--- config.mk ---
export PLATFORM = sky130hd
export DESIGN_NAME = serial_port
export DESIGN_NICKNAME = d
export VERILOG_FILES = /design/src/verilog/serial_port_pkg.sv /design/src/verilog/rx_link_if.sv /design/src/verilog/async_receiver.sv /design/src/verilog/serial_port.sv
export SDC_FILE = /design/constraint.sdc
export NUM_CORES = 1
export LEC_CHECK = 0
export ABC_AREA = 1
export BUFFER_PORTS_ARGS = -buffer_cell sky130_fd_sc_hd__buf_2
export CAP_MARGIN = 40
export CORE_MARGIN = 5
export CORE_UTILIZATION = 61
export CTS_CLUSTER_DIAMETER = 120
export CTS_CLUSTER_SIZE = 14
export DETAILED_ROUTE_END_ITERATION = 6
export PLACE_DENSITY = 0.91
export SKIP_CTS_REPAIR_TIMING = 1
export SYNTH_ARGS = -nofsm -noshare
export SYNTH_HDL_FRONTEND = slang
export SYNTH_SLANG_ARGS = --single-unit
--- constraint.sdc ---
create_clock -name clk -period 2.1 [get_ports clk]
set_clock_uncertainty 0.2 [all_clocks]
set_input_delay 0.42 -clock clk [delete_from_list [all_inputs] [get_ports clk]]
set_output_delay 0.42 -clock clk [all_outputs]
set_load 0.05 [all_outputs]
--- src/verilog/serial_port_pkg.sv ---
// constants and types shared by the serial port design files
// ============================================================
// Behaviour
// RQ1: buffer write loads transmit register; buffer read returns the receive buffer.
// RQ2: shift mode: device always makes the shift clock; half duplex only.
// RQ3: asynchronous mode: transmitter and receiver run at the same time.
// RQ4: shift mode: data both ways on data pin, shift clock on clock pin.
// RQ5: shift frame is eight bits, least significant bit first.
// RQ6: shift bit rate is clock/12 with rate select 0, clock/4 with 1.
// RQ7: buffer write starts shift transmit; clock runs until eight bits are out.
// RQ8: rate select 1: data 1 clock before clock falls; low 2 clocks.
// RQ9: rate select 0: data 3 clocks before clock falls; low 6 clocks.
// RQ10: far device captures shift data on rising edge of the shift clock.
// RQ11: receiver splits each bit time into 16 slices with a counter.
// RQ12: receiver samples slices 8, 9 and 10 and takes a 2-of-3 vote; code samples slices 7, 8 and 9 (counted from 0).
// RQ13: start bit voted not 0 aborts reception; hunt for falling edge again.
// RQ14: after eight data bits one more shift, then load and set flag; code takes the stop bit vote without shifting shift_q.
// RQ15: load only if done flag clear and rate select 0 or stop bit 1.
// RQ16: on load: stop bit to capture, data to buffer, done flag set.
// RQ17: after middle of stop bit, watch again for a high-to-low edge.
// RQ18: async frame: low start, eight data bits LSB first, high stop.
package serial_port_pkg;

    // ============================================================
    // register map
    localparam logic [2:0] ADDR_BUFFER     = 3'h0;
    localparam logic [2:0] ADDR_CONTROL    = 3'h1;
    localparam logic [2:0] ADDR_STATUS     = 3'h2;
    localparam logic [2:0] ADDR_IRQ_CLEAR  = 3'h3;
    localparam logic [2:0] ADDR_IRQ_ENABLE = 3'h4;
    localparam logic [2:0] ADDR_BAUD_DIV   = 3'h5;

    // serial_control fields
    localparam int CTL_ASYNC    = 0;
    localparam int CTL_RATE_SEL = 1;
    localparam int CTL_RX_EN    = 2;
    localparam int CTL_STOP_CAP = 3;
    localparam int CTL_TX_DONE  = 4;
    localparam int CTL_RX_DONE  = 5;

    // event bits of status, clear and enable registers
    localparam int EV_TX_DONE = 0;
    localparam int EV_RX_DONE = 1;
    localparam int EV_RX_LOST = 2;
    localparam int NUM_EV     = 3;

    // values after reset
    localparam logic [7:0]        BUFFER_RESET   = 8'h00;
    localparam logic [7:0]        BAUD_DIV_RESET = 8'h0A;
    localparam logic [NUM_EV-1:0] EV_RESET       = 3'h0;

    // shift-mode bit timing in clock cycles
    localparam logic [3:0] SHIFT_PERIOD_SLOW = 4'hC;
    localparam logic [3:0] SHIFT_PERIOD_FAST = 4'h4;
    localparam logic [3:0] SHIFT_LEAD_SLOW   = 4'h3;
    localparam logic [3:0] SHIFT_LEAD_FAST   = 4'h1;
    localparam logic [3:0] SHIFT_LOW_SLOW    = 4'h6;
    localparam logic [3:0] SHIFT_LOW_FAST    = 4'h2;
    localparam logic [2:0] SHIFT_LAST_BIT    = 3'h7;

    // asynchronous oversampling; slices counted from 0
    localparam logic [3:0] SLICE_LAST = 4'hF;
    localparam logic [3:0] SAMPLE_A   = 4'h7;
    localparam logic [3:0] SAMPLE_B   = 4'h8;
    localparam logic [3:0] SAMPLE_C   = 4'h9;
    localparam logic [3:0] BIT_START  = 4'h0;
    localparam logic [3:0] BIT_STOP   = 4'h9;

    typedef enum logic [2:0] {
        SH_IDLE = 3'b001,
        SH_TX   = 3'b010,
        SH_RX   = 3'b100
    } shift_state_e;

    typedef enum logic [1:0] {
        AT_IDLE = 2'b01,
        AT_RUN  = 2'b10
    } async_tx_state_e;

    typedef enum logic [1:0] {
        AR_HUNT = 2'b01,
        AR_BITS = 2'b10
    } async_rx_state_e;

endpackage

--- src/verilog/rx_link_if.sv ---
// link between the port core and its asynchronous receiver
`timescale 1ns/1ns
interface rx_link_if;
    logic       tick16;
    logic       rxd;
    logic       enable;
    logic       frame_done;
    logic [7:0] data;
    logic       stop_bit;

    modport receiver (
        input  tick16,
        input  rxd,
        input  enable,
        output frame_done,
        output data,
        output stop_bit
    );

    modport core (
        output tick16,
        output rxd,
        output enable,
        input  frame_done,
        input  data,
        input  stop_bit
    );
endinterface

--- src/verilog/async_receiver.sv ---
// oversampling asynchronous receiver with three-sample vote
`timescale 1ns/1ns
module async_receiver
    import serial_port_pkg::*;
(
    input wire logic   clk,
    input wire logic   sys_rst,
    rx_link_if.receiver link
);

    async_rx_state_e state_q;
    logic [3:0]      slice_q;
    logic [3:0]      bit_q;
    logic [1:0]      votes_q;
    logic [7:0]      shift_q;
    logic            prev_q;
    logic            fall;
    logic            vote;

    // link.rxd is already the second synchroniser stage
    assign fall = prev_q & ~link.rxd;
    assign vote = (votes_q[0] & votes_q[1]) | (votes_q[0] & link.rxd)
                | (votes_q[1] & link.rxd); // RQ12

    always_ff @(posedge clk) begin
        if (sys_rst) begin
            prev_q <= 1'b1;
        end else begin
            prev_q <= link.rxd;
        end
    end

    always_ff @(posedge clk) begin
        if (sys_rst) begin
            state_q         <= AR_HUNT;
            slice_q         <= 4'h0;
            bit_q           <= 4'h0;
            votes_q         <= 2'h0;
            shift_q         <= 8'h00;
            link.frame_done <= 1'b0;
            link.data       <= 8'h00;
            link.stop_bit   <= 1'b0;
        end else begin
            link.frame_done <= 1'b0;
            case (state_q)
                AR_HUNT: begin
                    if (link.enable && fall) begin
                        state_q <= AR_BITS;
                        slice_q <= 4'h0;
                        bit_q   <= BIT_START;
                    end
                end
                AR_BITS: begin
                    if (!link.enable) begin
                        state_q <= AR_HUNT;
                    end else if (link.tick16) begin
                        slice_q <= slice_q + 4'h1; // RQ11
                        if (slice_q == SAMPLE_A) begin
                            votes_q[0] <= link.rxd;
                        end
                        if (slice_q == SAMPLE_B) begin
                            votes_q[1] <= link.rxd;
                        end
                        if (slice_q == SAMPLE_C) begin
                            if (bit_q == BIT_START) begin
                                if (vote) begin
                                    state_q <= AR_HUNT; // RQ13
                                end
                            end else if (bit_q == BIT_STOP) begin
                                // stop bit vote goes straight to stop_bit; shift_q is not shifted
                                link.frame_done <= 1'b1; // RQ14
                                link.data       <= shift_q;
                                link.stop_bit   <= vote;
                                state_q         <= AR_HUNT; // RQ17
                            end else begin
                                shift_q <= {vote, shift_q[7:1]}; // RQ18
                            end
                        end
                        if (slice_q == SLICE_LAST) begin
                            bit_q <= bit_q + 4'h1;
                        end
                    end
                end
                default: begin
                    state_q <= AR_HUNT;
                end
            endcase
        end
    end

endmodule

--- src/verilog/serial_port.sv ---
// serial port core: shift mode engine, async transmitter, registers
`timescale 1ns/1ns
module serial_port
    import serial_port_pkg::*;
(
    input  wire logic       clk,
    input  wire logic       sys_rst,
    input  wire logic [2:0] bus_addr,
    input  wire logic [7:0] bus_wdata,
    input  wire logic       bus_write,
    input  wire logic       bus_read,
    output logic      [7:0] bus_rdata,
    output logic            irq,
    input  wire logic       data_pin_in,
    output logic            data_pin_out,
    output logic            data_pin_oe,
    output logic            clock_pin_out
);

    // ============================================================
    // state
    logic              data_meta_q;
    logic              data_sync_q;
    logic              async_mode_q;
    logic              rate_select_bit_q;
    logic              rx_en_q;
    logic              stop_bit_capture_q;
    logic              tx_done_flag_q;
    logic              rx_done_flag_q;
    logic [7:0]        tx_reg_q;
    logic [7:0]        serial_buffer_q;
    logic [7:0]        baud_div_q;
    logic [7:0]        baud_cnt_q;
    logic              tick16_q;
    logic [NUM_EV-1:0] status_q;
    logic [NUM_EV-1:0] irq_en_q;
    logic [7:0]        rdata_q;
    logic              irq_q;
    logic              data_out_q;
    logic              data_oe_q;
    logic              clock_pin_q;

    shift_state_e      sh_state_q;
    logic [3:0]        sh_phase_q;
    logic [2:0]        sh_bit_q;
    logic [7:0]        sh_data_q;

    async_tx_state_e   at_state_q;
    logic [9:0]        at_shift_q;
    logic [3:0]        at_slice_q;
    logic [3:0]        at_bit_q;

    // ============================================================
    // decode and events
    logic              wr_buffer;
    logic              wr_control;
    logic [3:0]        period;
    logic [3:0]        lead;
    logic [3:0]        low_end;
    logic              sh_bit_end;
    logic              sh_sample;
    logic              sclk_low;
    logic              shift_tx_end;
    logic              shift_rx_end;
    logic              async_tx_end;
    logic              async_load;
    logic              async_lost;
    logic [NUM_EV-1:0] events;

    rx_link_if rx_link ();

    assign wr_buffer  = bus_write && (bus_addr == ADDR_BUFFER);
    assign wr_control = bus_write && (bus_addr == ADDR_CONTROL);

    always_comb begin
        if (rate_select_bit_q) begin
            period = SHIFT_PERIOD_FAST; // RQ6
            lead   = SHIFT_LEAD_FAST; // RQ8
            low_end = SHIFT_LEAD_FAST + SHIFT_LOW_FAST; // RQ8
        end else begin
            period = SHIFT_PERIOD_SLOW; // RQ6
            lead   = SHIFT_LEAD_SLOW; // RQ9
            low_end = SHIFT_LEAD_SLOW + SHIFT_LOW_SLOW; // RQ9
        end
    end

    assign sh_bit_end = (sh_phase_q == period - 4'h1);
    assign sh_sample  = (sh_phase_q == low_end - 4'h1);
    assign sclk_low   = (sh_state_q != SH_IDLE) && (sh_phase_q >= lead)
                      && (sh_phase_q < low_end);
    assign shift_tx_end = (sh_state_q == SH_TX) && sh_bit_end
                        && (sh_bit_q == SHIFT_LAST_BIT);
    assign shift_rx_end = (sh_state_q == SH_RX) && sh_bit_end
                        && (sh_bit_q == SHIFT_LAST_BIT);
    assign async_tx_end = (at_state_q == AT_RUN) && tick16_q
                        && (at_slice_q == SLICE_LAST) && (at_bit_q == BIT_STOP);
    assign async_load = rx_link.frame_done && !rx_done_flag_q
                      && (!rate_select_bit_q || rx_link.stop_bit); // RQ15
    assign async_lost = rx_link.frame_done && !async_load;

    assign events[EV_TX_DONE] = shift_tx_end || async_tx_end;
    assign events[EV_RX_DONE] = shift_rx_end || async_load;
    assign events[EV_RX_LOST] = async_lost;

    // ============================================================
    // data pin synchroniser
    always_ff @(posedge clk) begin
        if (sys_rst) begin
            data_meta_q <= 1'b1;
            data_sync_q <= 1'b1;
        end else begin
            data_meta_q <= data_pin_in;
            data_sync_q <= data_meta_q;
        end
    end

    // ============================================================
    // control register
    always_ff @(posedge clk) begin
        if (sys_rst) begin
            async_mode_q      <= 1'b0;
            rate_select_bit_q <= 1'b0;
            rx_en_q           <= 1'b0;
        end else if (wr_control) begin
            async_mode_q      <= bus_wdata[CTL_ASYNC];
            rate_select_bit_q <= bus_wdata[CTL_RATE_SEL];
            rx_en_q           <= bus_wdata[CTL_RX_EN];
        end
    end

    // done flags: software may only clear; a same-cycle set wins
    always_ff @(posedge clk) begin
        if (sys_rst) begin
            tx_done_flag_q <= 1'b0;
            rx_done_flag_q <= 1'b0;
        end else begin
            if (events[EV_TX_DONE]) begin
                tx_done_flag_q <= 1'b1;
            end else if (wr_control && !bus_wdata[CTL_TX_DONE]) begin
                tx_done_flag_q <= 1'b0;
            end
            if (events[EV_RX_DONE]) begin
                rx_done_flag_q <= 1'b1; // RQ16
            end else if (wr_control && !bus_wdata[CTL_RX_DONE]) begin
                rx_done_flag_q <= 1'b0;
            end
        end
    end

    // ============================================================
    // transmit register and receive buffer
    always_ff @(posedge clk) begin
        if (sys_rst) begin
            tx_reg_q <= BUFFER_RESET;
        end else if (wr_buffer) begin
            tx_reg_q <= bus_wdata; // RQ1
        end
    end

    always_ff @(posedge clk) begin
        if (sys_rst) begin
            serial_buffer_q    <= BUFFER_RESET;
            stop_bit_capture_q <= 1'b0;
        end else if (shift_rx_end) begin
            serial_buffer_q <= sh_data_q;
        end else if (async_load) begin
            serial_buffer_q    <= rx_link.data; // RQ16
            stop_bit_capture_q <= rx_link.stop_bit; // RQ16
        end
    end

    // ============================================================
    // 16x oversampling tick for asynchronous modes
    always_ff @(posedge clk) begin
        if (sys_rst) begin
            baud_div_q <= BAUD_DIV_RESET;
        end else if (bus_write && (bus_addr == ADDR_BAUD_DIV)) begin
            baud_div_q <= bus_wdata;
        end
    end

    always_ff @(posedge clk) begin
        if (sys_rst) begin
            baud_cnt_q <= 8'h00;
            tick16_q   <= 1'b0;
        end else if (baud_cnt_q >= baud_div_q) begin
            baud_cnt_q <= 8'h00;
            tick16_q   <= 1'b1;
        end else begin
            baud_cnt_q <= baud_cnt_q + 8'h01;
            tick16_q   <= 1'b0;
        end
    end

    // ============================================================
    // shift-mode engine; one engine for both directions
    always_ff @(posedge clk) begin
        if (sys_rst) begin
            sh_state_q <= SH_IDLE;
            sh_phase_q <= 4'h0;
            sh_bit_q   <= 3'h0;
            sh_data_q  <= 8'h00;
        end else begin
            case (sh_state_q)
                SH_IDLE: begin
                    sh_phase_q <= 4'h0;
                    sh_bit_q   <= 3'h0;
                    if (!async_mode_q && wr_buffer) begin
                        sh_state_q <= SH_TX; // RQ7
                        sh_data_q  <= bus_wdata;
                    end else if (!async_mode_q && rx_en_q
                                 && !rx_done_flag_q) begin
                        sh_state_q <= SH_RX; // RQ2
                    end
                end
                SH_TX, SH_RX: begin
                    sh_phase_q <= sh_bit_end ? 4'h0 : sh_phase_q + 4'h1;
                    if (sh_state_q == SH_RX && sh_sample) begin
                        // taken at the end of the low phase
                        sh_data_q <= {data_sync_q, sh_data_q[7:1]}; // RQ5
                    end
                    if (sh_bit_end) begin
                        sh_bit_q <= sh_bit_q + 3'h1;
                        if (sh_state_q == SH_TX) begin
                            sh_data_q <= {1'b1, sh_data_q[7:1]}; // RQ5
                        end
                        if (sh_bit_q == SHIFT_LAST_BIT) begin
                            sh_state_q <= SH_IDLE; // RQ7
                        end
                    end
                end
                default: begin
                    sh_state_q <= SH_IDLE;
                end
            endcase
        end
    end

    // ============================================================
    // asynchronous transmitter, independent of the receiver
    always_ff @(posedge clk) begin
        if (sys_rst) begin
            at_state_q <= AT_IDLE;
            at_shift_q <= 10'h3FF;
            at_slice_q <= 4'h0;
            at_bit_q   <= 4'h0;
        end else begin
            case (at_state_q)
                AT_IDLE: begin
                    at_slice_q <= 4'h0;
                    at_bit_q   <= 4'h0;
                    if (async_mode_q && wr_buffer) begin
                        at_state_q <= AT_RUN; // RQ3
                        at_shift_q <= {1'b1, bus_wdata, 1'b0}; // RQ18
                    end
                end
                AT_RUN: begin
                    if (tick16_q) begin
                        at_slice_q <= at_slice_q + 4'h1;
                        if (at_slice_q == SLICE_LAST) begin
                            at_bit_q   <= at_bit_q + 4'h1;
                            at_shift_q <= {1'b1, at_shift_q[9:1]}; // RQ18
                            if (at_bit_q == BIT_STOP) begin
                                at_state_q <= AT_IDLE;
                            end
                        end
                    end
                end
                default: begin
                    at_state_q <= AT_IDLE;
                end
            endcase
        end
    end

    // ============================================================
    // pins: both lag the engine by one cycle, so spacing holds
    always_ff @(posedge clk) begin
        if (sys_rst) begin
            data_out_q  <= 1'b1;
            data_oe_q   <= 1'b0;
            clock_pin_q <= 1'b1;
        end else begin
            data_oe_q  <= (sh_state_q == SH_TX); // RQ4
            data_out_q <= (sh_state_q == SH_TX) ? sh_data_q[0] : 1'b1;
            if (async_mode_q) begin
                clock_pin_q <= (at_state_q == AT_RUN) ? at_shift_q[0] : 1'b1;
            end else begin
                clock_pin_q <= ~sclk_low; // RQ8 RQ9 RQ10
            end
        end
    end

    // ============================================================
    // asynchronous receiver
    assign rx_link.tick16 = tick16_q;
    assign rx_link.rxd    = data_sync_q;
    assign rx_link.enable = async_mode_q && rx_en_q; // RQ3

    async_receiver u_async_receiver (
        .clk     (clk),
        .sys_rst (sys_rst),
        .link    (rx_link.receiver)
    );

    // ============================================================
    // interrupt status, clear and enable
    always_ff @(posedge clk) begin
        if (sys_rst) begin
            status_q <= EV_RESET;
        end else if (bus_write && (bus_addr == ADDR_IRQ_CLEAR)) begin
            status_q <= (status_q & ~bus_wdata[NUM_EV-1:0]) | events;
        end else begin
            status_q <= status_q | events;
        end
    end

    always_ff @(posedge clk) begin
        if (sys_rst) begin
            irq_en_q <= EV_RESET;
        end else if (bus_write && (bus_addr == ADDR_IRQ_ENABLE)) begin
            irq_en_q <= bus_wdata[NUM_EV-1:0];
        end
    end

    always_ff @(posedge clk) begin
        if (sys_rst) begin
            irq_q <= 1'b0;
        end else begin
            irq_q <= |(status_q & irq_en_q);
        end
    end

    // ============================================================
    // read port: data stand only in the cycle after the strobe
    always_ff @(posedge clk) begin
        if (sys_rst) begin
            rdata_q <= 8'h00;
        end else if (bus_read) begin
            case (bus_addr)
                ADDR_BUFFER:     rdata_q <= serial_buffer_q; // RQ1
                ADDR_CONTROL:    rdata_q <= {2'b00, rx_done_flag_q,
                                             tx_done_flag_q,
                                             stop_bit_capture_q, rx_en_q,
                                             rate_select_bit_q,
                                             async_mode_q};
                ADDR_STATUS:     rdata_q <= {5'h00, status_q};
                ADDR_IRQ_ENABLE: rdata_q <= {5'h00, irq_en_q};
                ADDR_BAUD_DIV:   rdata_q <= baud_div_q;
                default:         rdata_q <= 8'h00;
            endcase
        end else begin
            rdata_q <= 8'h00;
        end
    end

    assign bus_rdata     = rdata_q;
    assign irq           = irq_q;
    assign data_pin_out  = data_out_q;
    assign data_pin_oe   = data_oe_q;
    assign clock_pin_out = clock_pin_q;

endmodule

=== Word level (Yosys, flattened, before mapping) ===
Cells that the tools add are included.

* Multiplexer cells: 59
* Shift-type cells: 0
* Bitwise gates (word level): 22
* Add/sub/neg operators: 9
* Divide/modulo/power cells: 0
* Multiply operators: 0
* Equal/unequal tests: 39
* Magnitude comparators: 3
* Reductions and logical operators: 64

{| class="wikitable"
|+ Operator list
! operator !! count
|-
| two-way mux 4 bit || 12
|-
| two-way mux 8 bit || 6
|-
| case mux 4 bit (2 select lines) || 5
|-
| case mux 8 bit (5 select lines) || 1
|-
| two-way mux 10 bit || 3
|-
| logical AND 1 bit || 26
|-
| == test 4 bit (second input constant) || 6
|-
| two-way mux 2 bit || 12
|-
| adder 4 x 1 -> 4 bit (second input constant) || 5
|-
| case mux 10 bit (2 select lines) || 1
|-
| AND reduction 4 bit || 5
|-
| two-way mux 3 bit || 6
|-
| != test 2 bit (second input constant) || 8
|-
| case mux 8 bit (2 select lines) || 1
|-
| == test 3 bit (second input constant) || 4
|-
| case mux 3 bit (2 select lines) || 2
|-
| AND reduction 6 bit || 2
|-
| nonzero test 2 bit || 6
|-
| inverter 1 bit || 11
|-
| AND reduction 5 bit || 2
|-
| == test 3 x 2 -> 1 bit (second input constant) || 3
|-
| != test 3 bit (second input constant) || 3
|-
| adder 8 x 1 -> 8 bit (second input constant) || 1
|-
| == test 4 bit || 2
|-
| other kinds (28) || 63
|}

* Latch bits: 0
* Bits in read-only memories: 0
* Register bits: 120
* Memories kept: 0
* Memory bits (writable): 0

=== Longest topological paths before layout ===
Gate-level depths: netlist of run 1.

* Depth in word-level cells: 9
* Depth in mapped cells: 12

=== Modules after synthesis ===
From an unflattened synthesis of run 1, not the netlist that was laid out.

* Cell total of the unflattened synthesis: 800
* Area total of the unflattened synthesis: 5725.5 sq um

{| class="wikitable"
|+ Modules (own cells, without submodules)
! module !! area each (sq um) !! cells an instance !! times used !! seq. area each (sq um)
|-
| serial_port || 4241.6 || 596 || 1 || 1761.7
|-
| async_receiver || 1483.9 || 204 || 1 || 620.6
|}

=== Worst setup path after synthesis of run 1 ===
OpenSTA, ideal clock, no wires.

* Path kind: register to register
* From: register sh_phase_q[3]
* To: register serial_buffer_q[0]
* Buffers on the path: 0
* Cell stages (with the launch flop): 9
* Data required time: 1.790 ns
* Path slack: 0.330 ns
* Arrival time: 1.460 ns
* Path through: dfxtp_1 -> ha_1 -> nand3_2 -> nor3_2 -> nor2_1 -> nand2_1 -> nand3_1 -> nand2_1 -> inv_1

* Cells in the longest elaborated chain, start to end: 4

{| class="wikitable"
|+ RTL lines
! what !! RTL line !! source
|-
| start, declared || serial_port.sv:44 || <nowiki>logic [3:0] sh_phase_q;</nowiki>
|-
| start signal, assigned || serial_port.sv:217 || <nowiki>sh_phase_q <= sh_bit_end ? 4'h0 : sh_phase_q + 4'h1;</nowiki>
|-
| == test 4 bit * || serial_port.sv:87 || <nowiki>assign sh_bit_end = (sh_phase_q == period - 4'h1);</nowiki>
|-
| logical AND 1 bit * || serial_port.sv:93 || <nowiki>assign shift_rx_end = (sh_state_q == SH_RX) && sh_bit_end</nowiki>
|-
| logical AND 1 bit * || serial_port.sv:94 || <nowiki>&& (sh_bit_q == SHIFT_LAST_BIT);</nowiki>
|-
| two-way mux 8 bit or nonzero test 2 bit (tied branches) || -- ||
|-
| end signal, assigned || serial_port.sv:165 || <nowiki>serial_buffer_q <= sh_data_q;</nowiki>
|-
| end signal, assigned || serial_port.sv:167 || <nowiki>serial_buffer_q <= rx_link.data;</nowiki>
|-
| end, declared || serial_port.sv:31 || <nowiki>logic [7:0] serial_buffer_q;</nowiki>
|}

Mark *: on every way between the ends. The rest lies on a longest branch, timed or not.
A chain may end at the register's enable or synchronous reset.

=== Final worst setup path of run 1 ===
* From: register sh_phase_q[3]
* To: register sh_data_q[0]

* Cells in the longest elaborated chain, start to end: 6

{| class="wikitable"
|+ RTL lines
! what !! RTL line !! source
|-
| == test 4 bit || serial_port.sv:88 || <nowiki>assign sh_sample = (sh_phase_q == low_end - 4'h1);</nowiki>
|-
| logical AND 1 bit || serial_port.sv:218 || <nowiki>if (sh_state_q == SH_RX && sh_sample) begin</nowiki>
|-
| two-way mux 8 bit || serial_port.sv:218 ||
|-
| two-way mux 8 bit || serial_port.sv:224 || <nowiki>if (sh_state_q == SH_TX) begin</nowiki>
|-
| two-way mux 8 bit * || serial_port.sv:222 || <nowiki>if (sh_bit_end) begin</nowiki>
|-
| case mux 8 bit (2 select lines) * || serial_port.sv:204 || <nowiki>case (sh_state_q)</nowiki>
|-
| end signal, assigned || serial_port.sv:210 || <nowiki>sh_data_q <= bus_wdata;</nowiki>
|-
| end signal, assigned || serial_port.sv:220 || <nowiki>sh_data_q <= {data_sync_q, sh_data_q[7:1]};</nowiki>
|-
| end signal, assigned || serial_port.sv:225 || <nowiki>sh_data_q <= {1'b1, sh_data_q[7:1]};</nowiki>
|-
| end, declared || serial_port.sv:46 || <nowiki>logic [7:0] sh_data_q;</nowiki>
|}

Marked as above.

==> metrics.txt, run 1 <==
status=finished, violations left; violated checks=design-rule violations, negative hold slack; leakage power figure=around 2.9 nW; clock latency on the worst-skew pair=0.52 ns; GR Util All Layers=25.2%; portion of the clock cycle consumed by the worst path in the final layout=97.7%; number of hold-slack violations in the final timing report=1; critical path's largest stage delay=~0.41 ns; netlist area before placement=5480 µm²; Num Clock Sinks=119; Fillers=633; Max stage delay cell, worst path=dfxtp_1; antenna diode count=0; 1st-pass router iterations=7; die width=roughly 100 µm; sequential fraction of the synthesis area=43.5%; wire length of the first global-routing pass=23.1 mm; Final setup viols=0; Longest Clk Path Bufs=2; Max Fanout on Critical Path=6; synthesized area divided by synthesized cell count=7.18 µm²; overall routed net length=13.8 mm; async set or reset register ratio after synthesis=0%; total via count in the routed design=5249; headroom to the max-slew limit=66.8%; number of DRC violations after detailed routing=4; area growth from synthesis to layout=16.1%; top_reg_cell synth=dfxtp_1; standard-cell rows=34; top post-synthesis cells by count=165 x nand2_1, 119 x dfxtp_1, 101 x inv_1; H-Tree Level Count=4; FF+latch count, synth=roughly 120; type of destination of the critical path=flip-flop; dpl hpwl=9.51 mm; maximum vdd drop=between 0.0005 and 0.0006 V; final cell utilization of the core=73.0%; post-layout minimum cycle time=around 2 ns; arrival time worst endpoint=2.26 ns; worst path cell trace=ha_1 > nand3_2 > inv_2 > nand2_1 > nand2_1 > nor2_2 > nor2_4 > nor2_1 > nor2_1; number of unique standard cell types used by synthesis=33; number of port buffers=27; Core ar.=just under 9000 µm²; max capacitance violation total=0; post-route standard cell area excluding fillers=roughly 6400 µm²; aggregate negative setup slack=0 ns; power density of the placed cells=932 nW/µm²; Worst Path Buf+Inv=1; post-DR vias/cell=5.67; Chip Height=~100 µm; class of the most critical hold timing path=primary input to flip-flop; post-detailed-placement cell area=5770 µm²; cell count after synthesis=763; area share of the largest cell type after synthesis=43.5%; effective utilization at floorplan=62.9%; highest achievable clock rate=487 MHz; vias in the first global route=5148; layout cells sized above 1=12.0%; gr ovfl total=0; leading area contributor after synthesis=dfxtp_1; IO Count=28; final weighted congestion in routability-driven placement=between 0.9 and 1; leading cell type by number of instances after synthesis=nand2_1; overall die area=11000 µm²; Syn Nets=between 800 and 900; area of combinational cells with multiple inputs=2650 µm²; kind of critical path=flip-flop to flip-flop; worst-case hold slack=-0.00516 ns; root buffer cell=clkbuf_8; required time of the critical path=between 2 and 2.5 ns; measured slew at the worst slew-check pin=slightly below 0.5 ns; sequential cell area=2380 µm²; yosys synthesis warning count=0; antenna violation net count after detailed routing=0; WL/cell=14.9 µm; Clk pin slew, worst setup/hold paths=0.06 ns; number of buffers inserted during clock tree synthesis=17; top post-synthesis cells by area=dfxtp_1 43%, nand2_1 11%, inv_1 6.9%; number of antenna violations at the first check in global routing=0; violation count after the first detailed-routing iteration=485; maximum number of pins on one net before global-route repair=48; CTS tree=built; cell type group with the largest total delay on the critical path=simple AND/OR/NAND/NOR gates; number of pins with negative max-slew slack in the final report=0; Setup crit start kind=flip-flop; number of nets in the layout=847; number of enable-type register cells in the synthesized netlist=0
[cells by family (layout without fill, tap and decap cells)]
kind of cell	Yosys count	count (layout)	share of synthesized area, %
flops	119	119	43.5
fa+ha+maj	24	24	5.48
buf+inv	122	176	8.81
compound gates	151	151	14.4
simple gates	340	341	26.7
xor+xnor	7	7	1.12
[layout by cell type (no fill, tap or decap), drive strengths merged, types with 2 or more instances in the layout]
master / synthesis / final
o211ai: 8 / 8
nand2: 167 / 167
xnor2: 4 / 4
xor2: 3 / 3
clkinv: 0 / 7
ha: 24 / 24
o21ai: 67 / 67
nor3: 11 / 11
or2: 8 / 8
nand3: 53 / 53
nor2: 87 / 88
and3: 2 / 2
inv: 106 / 106
dfxtp: 119 / 119
clkbuf: 9 / 21
o22ai: 3 / 3
a21oi: 68 / 68
buf: 7 / 39
bufinv: 0 / 2
nand4: 11 / 11
[final cells by class]
cell class,instances,area share (%)
Multi-Input combinational cell,523,41.6
Sequential cell,119,37.4
Clock buffer,21,7.06
Inverter,106,6.25
Timing Repair Buffer,40,3.89
Tap cell,108,2.12
Clock inverter,9,1.61
[where the power goes]
part / internal [mW] / total (mW) / switching, mW
logic: 0.231 / 0.780 / 0.549
clock network: 1.73 / 2.72 / 0.994
registers: 2.35 / 2.43 / 0.0807
total: 4.31 / 5.93 / 1.62
[metal layers]
metal | track usage [%] | vias to the layer above | share of wire, %
met5 | 0 | - | 0
met4 | 12.0 | 0 | 3.7
met3 | 6.47 | 67 | 7.8
met2 | 42.5 | 249 | 49
met1 | 29.7 | 2379 | 39
li1 | - | 2554 | -
[sequential cells by signal, indices dropped and copies added, names as in the netlist, 8 cells and up]
| signal | cells |
|---|---|
| at_shift_q | 9 |
| baud_cnt_q | 8 |
| baud_div_q | 8 |
| bus_rdata | 8 |
| serial_buffer_q | 8 |
| sh_data_q | 8 |
| u_async_receiver.link.data | 8 |
| u_async_receiver.shift_q | 8 |
[path summary, 6_finish.rpt]
path,startpoint,endpoint,slack (ns),cells past startpoint
worst max register to register,sh_phase_q[3],sh_data_q[0],0.05,9
worst max-delay path,sh_phase_q[3],sh_data_q[0],0.05,9
worst min register to register,data_meta_q,data_sync_q,0.21,1
worst min-delay path,bus_wdata[1],baud_div_q[1],-0.005,3
[stage by stage]
stage / worst slack, ns / hold WS [ns] / std cells / power [mW]
final: 0.0483 / -0.00516 / 926 / 5.93
after global routing: -0.0283 / 0.00308 / 926 / 6.16
after CTS: -0.0844 / -0.126 / 924 / 5.87
after detailed placement: 0.00535 / 0.196 / 894 / 3.16
after global placement: 0.137 / 0.195 / 894 / 3.12
after floorplan: 0.330 / 0.189 / 763 / 3.01
[worst register-to-register path: stages, from the launching register on]
cell and delay (ns):
dfxtp_1 0.41, ha_1 0.31, nand3_2 0.14, inv_2 0.07, nand2_1 0.13, nand2_1 0.12, nor2_2 0.24, nor2_4 0.11
nor2_1 0.15, nor2_1 0.07
Power figures use the tool's default switching activity.
==> run 2, diff against run 1 <==
--- a/config.mk
+++ b/config.mk
@@ -8,7 +8,7 @@
 export ABC_AREA = 1
 export BUFFER_PORTS_ARGS = -buffer_cell sky130_fd_sc_hd__buf_2
 export CAP_MARGIN = 40
-export CORE_MARGIN = 5
+export CORE_MARGIN = 4
 export CORE_UTILIZATION = 61
 export CTS_CLUSTER_DIAMETER = 120
 export CTS_CLUSTER_SIZE = 14
==> run 2 against run 1 <==
- global-route usage rose by 4.1 points
- design area is 1.6% higher
- largest power group unchanged
- non-clock buffer count increased by 3
- clock power is 16% higher
- sequential cell count is the same
- core utilization up 1.1 points
- final cell count increased by 0.54%
- via count grew 3.9%
- largest cell class unchanged
- die area down 3.8%
- wire length grew 6.8%
- the run ends with design-rule violations left
==> metrics.txt, run 2 (synthesis gave the netlist of run 1 again) <==
status=finished, violations left; violated checks=design-rule violations; Num Clock Sinks=119 (unchanged); kind of critical path=flip-flop to flip-flop; 1st-pass router iterations=7 (unchanged); number of DRC violations after detailed routing=1 (-3); Fillers=576 (-9.0%); layer carrying the most global-route usage=met2; vias in the first global route=5423 (+5.3%); number of port buffers=27 (unchanged); measured slew at the worst slew-check pin=0.524 ns (+0.0315 ns); Max Fanout on Critical Path=6 (unchanged); Setup crit start kind=flip-flop; number of buffers inserted during clock tree synthesis=17 (unchanged); GR Util All Layers=29.3% (+4.1 points); highest achievable clock rate=493 MHz (+1.1%); WL/cell=15.8 µm (+6.3%); clock latency on the worst-skew pair=0.53 ns (about the same); arrival time worst endpoint=2.28 ns (+0.02 ns); met2 capacity usage during global routing=51.1% (+8.6 points); Clk pin slew, worst setup/hold paths=0.06 ns (about the same); global routing met1 resource utilization=33.1% (+3.3 points); layout cells sized above 1=12.6% (+0.66 points); class of the most critical hold timing path=primary input to flip-flop; IO Count=28 (unchanged); number of pins with negative max-slew slack in the final report=0 (unchanged); Final WS setup=0.0697 ns (+0.0214 ns); final cell utilization of the core=74.1% (+1.1 points); overall routed net length=14.7 mm (+6.8%); total via count in the routed design=5454 (+3.9%); number of flip-flops in the largest register=9 (unchanged); required time of the critical path=2.35 ns (+0.04 ns); root buffer cell=clkbuf_8; largest register by flop count=at_shift_q; CTS tree=built; max capacitance violation total=0 (unchanged); Core ar.=8720 µm² (unchanged); final weighted congestion in routability-driven placement=0.922 (-2.0%); die width=103 µm (-1.9%); Longest Clk Path Bufs=2 (unchanged); power density of the placed cells=986 nW/µm² (+5.8%); most used cells in the layout excluding fill and tap cells=163 x nand2_1, 119 x dfxtp_1, 101 x inv_1, 79 x nor2_1, 68 x a21oi_1; standard-cell rows=34 (unchanged); leakage power figure=2.96 nW (+1.4%); number of hold-slack violations in the final timing report=0 (-1); area growth from synthesis to layout=17.9%; maximum vdd drop=0.000645 V (+9.9%); wire length of the first global-routing pass=24.4 mm (+5.8%); Final setup viols=0 (unchanged); gr ovfl total=0 (unchanged); antenna diode count=0 (unchanged); effective utilization at floorplan=62.9% (unchanged); dpl hpwl=9.80 mm (+3.0%); Chip Height=103 µm (-1.9%); Setup Slack @ Placement=-0.00886 ns (-0.0142 ns); headroom to the max-slew limit=64.7% (-2.1 points); antenna violation net count after detailed routing=0 (unchanged); type of destination of the critical path=flip-flop; overall die area=10600 µm² (-3.8%); violation count after the first detailed-routing iteration=610 (+26%); most common cell after layout, fill and taps aside=nand2_1; portion of the clock cycle consumed by the worst path in the final layout=96.7% (-1.0 points); global routing met3 resource utilization=7.37% (+0.90 points); number of nets in the layout=850 (+0.35%); post-DR vias/cell=5.86 (+3.3%); H-Tree Level Count=4 (unchanged); post-layout minimum cycle time=2.03 ns (-0.0214 ns); number of antenna violations at the first check in global routing=0 (unchanged); maximum number of pins on one net before global-route repair=31 (-35%)
-- run 2: cell types whose count changed in the layout (fill, tap and decap cells not counted), sizes merged --
cell / change
bufinv: +3
clkinv: -3
buf: +2
clkinvlp: +2
clkbuf: -1
dlygate4sd3: +1
inv: +1
-- run 2: metrics by stage --
step | power, mW | std cells | setup TNS [ns] | hold WS, ns | instance area (µm²)
after detailed placement | 3.17 | 896 | -0.00990 | 0.197 | 5770
after CTS | 6.31 | 928 | -0.286 | -0.125 | 6410
after floorplan | 3.01 | 763 | 0 | 0.189 | 5480
after global placement | 3.12 | 896 | 0 | 0.195 | 5770
final | 6.37 | 931 | 0 | 0.00327 | 6460
after global routing | 6.60 | 931 | -0.0489 | 0.00400 | 6460
-- run 2: layout make-up --
class                      instances  area (µm²)  area share (%)
clock buffer                      20         445            6.89
clock inverter                    12         198            3.06
inverter                         106         398            6.16
multi-input combinational        523        2650            40.9
sequential                       119        2380            36.9
tap                              108         135            2.09
timing repair buffer              43         260            4.03
-- run 2: final timing paths --
| path | start | end | slack (ns) | cells past startpoint |
|---|---|---|---|---|
| worst max-delay path | rate_select_bit_q | sh_data_q[3] | 0.07 | 10 |
| worst min-delay path | bus_wdata[0] | irq_en_q[0] | 0.003 | 3 |
| worst max register to register | rate_select_bit_q | sh_data_q[3] | 0.07 | 10 |
| worst min register to register | data_meta_q | data_sync_q | 0.21 | 1 |
-- run 2: critical path, cell delays in order, from the launching register on --
cell	delay, ns
dfxtp_1	0.34
ha_1	0.35
nand3_2	0.14
inv_1	0.10
nand2_1	0.16
nand2_2	0.09
nor2_2	0.24
nor2_4	0.11
nand2_1	0.07
nand2_1	0.04
nor2_1	0.11
-- run 2: power breakdown --
part	switching, mW	total [mW]	internal, mW
combinational	0.550	0.781	0.232
clock	1.05	3.16	2.11
sequential	0.0863	2.44	2.35
total	1.68	6.37	4.69
-- run 2: layer usage --
metal  part of all wire (%)  wire (µm)
met3                    9.0       1320
met4                    4.3        632
met5                      0          0
met2                     50       7330
met1                     37       5420
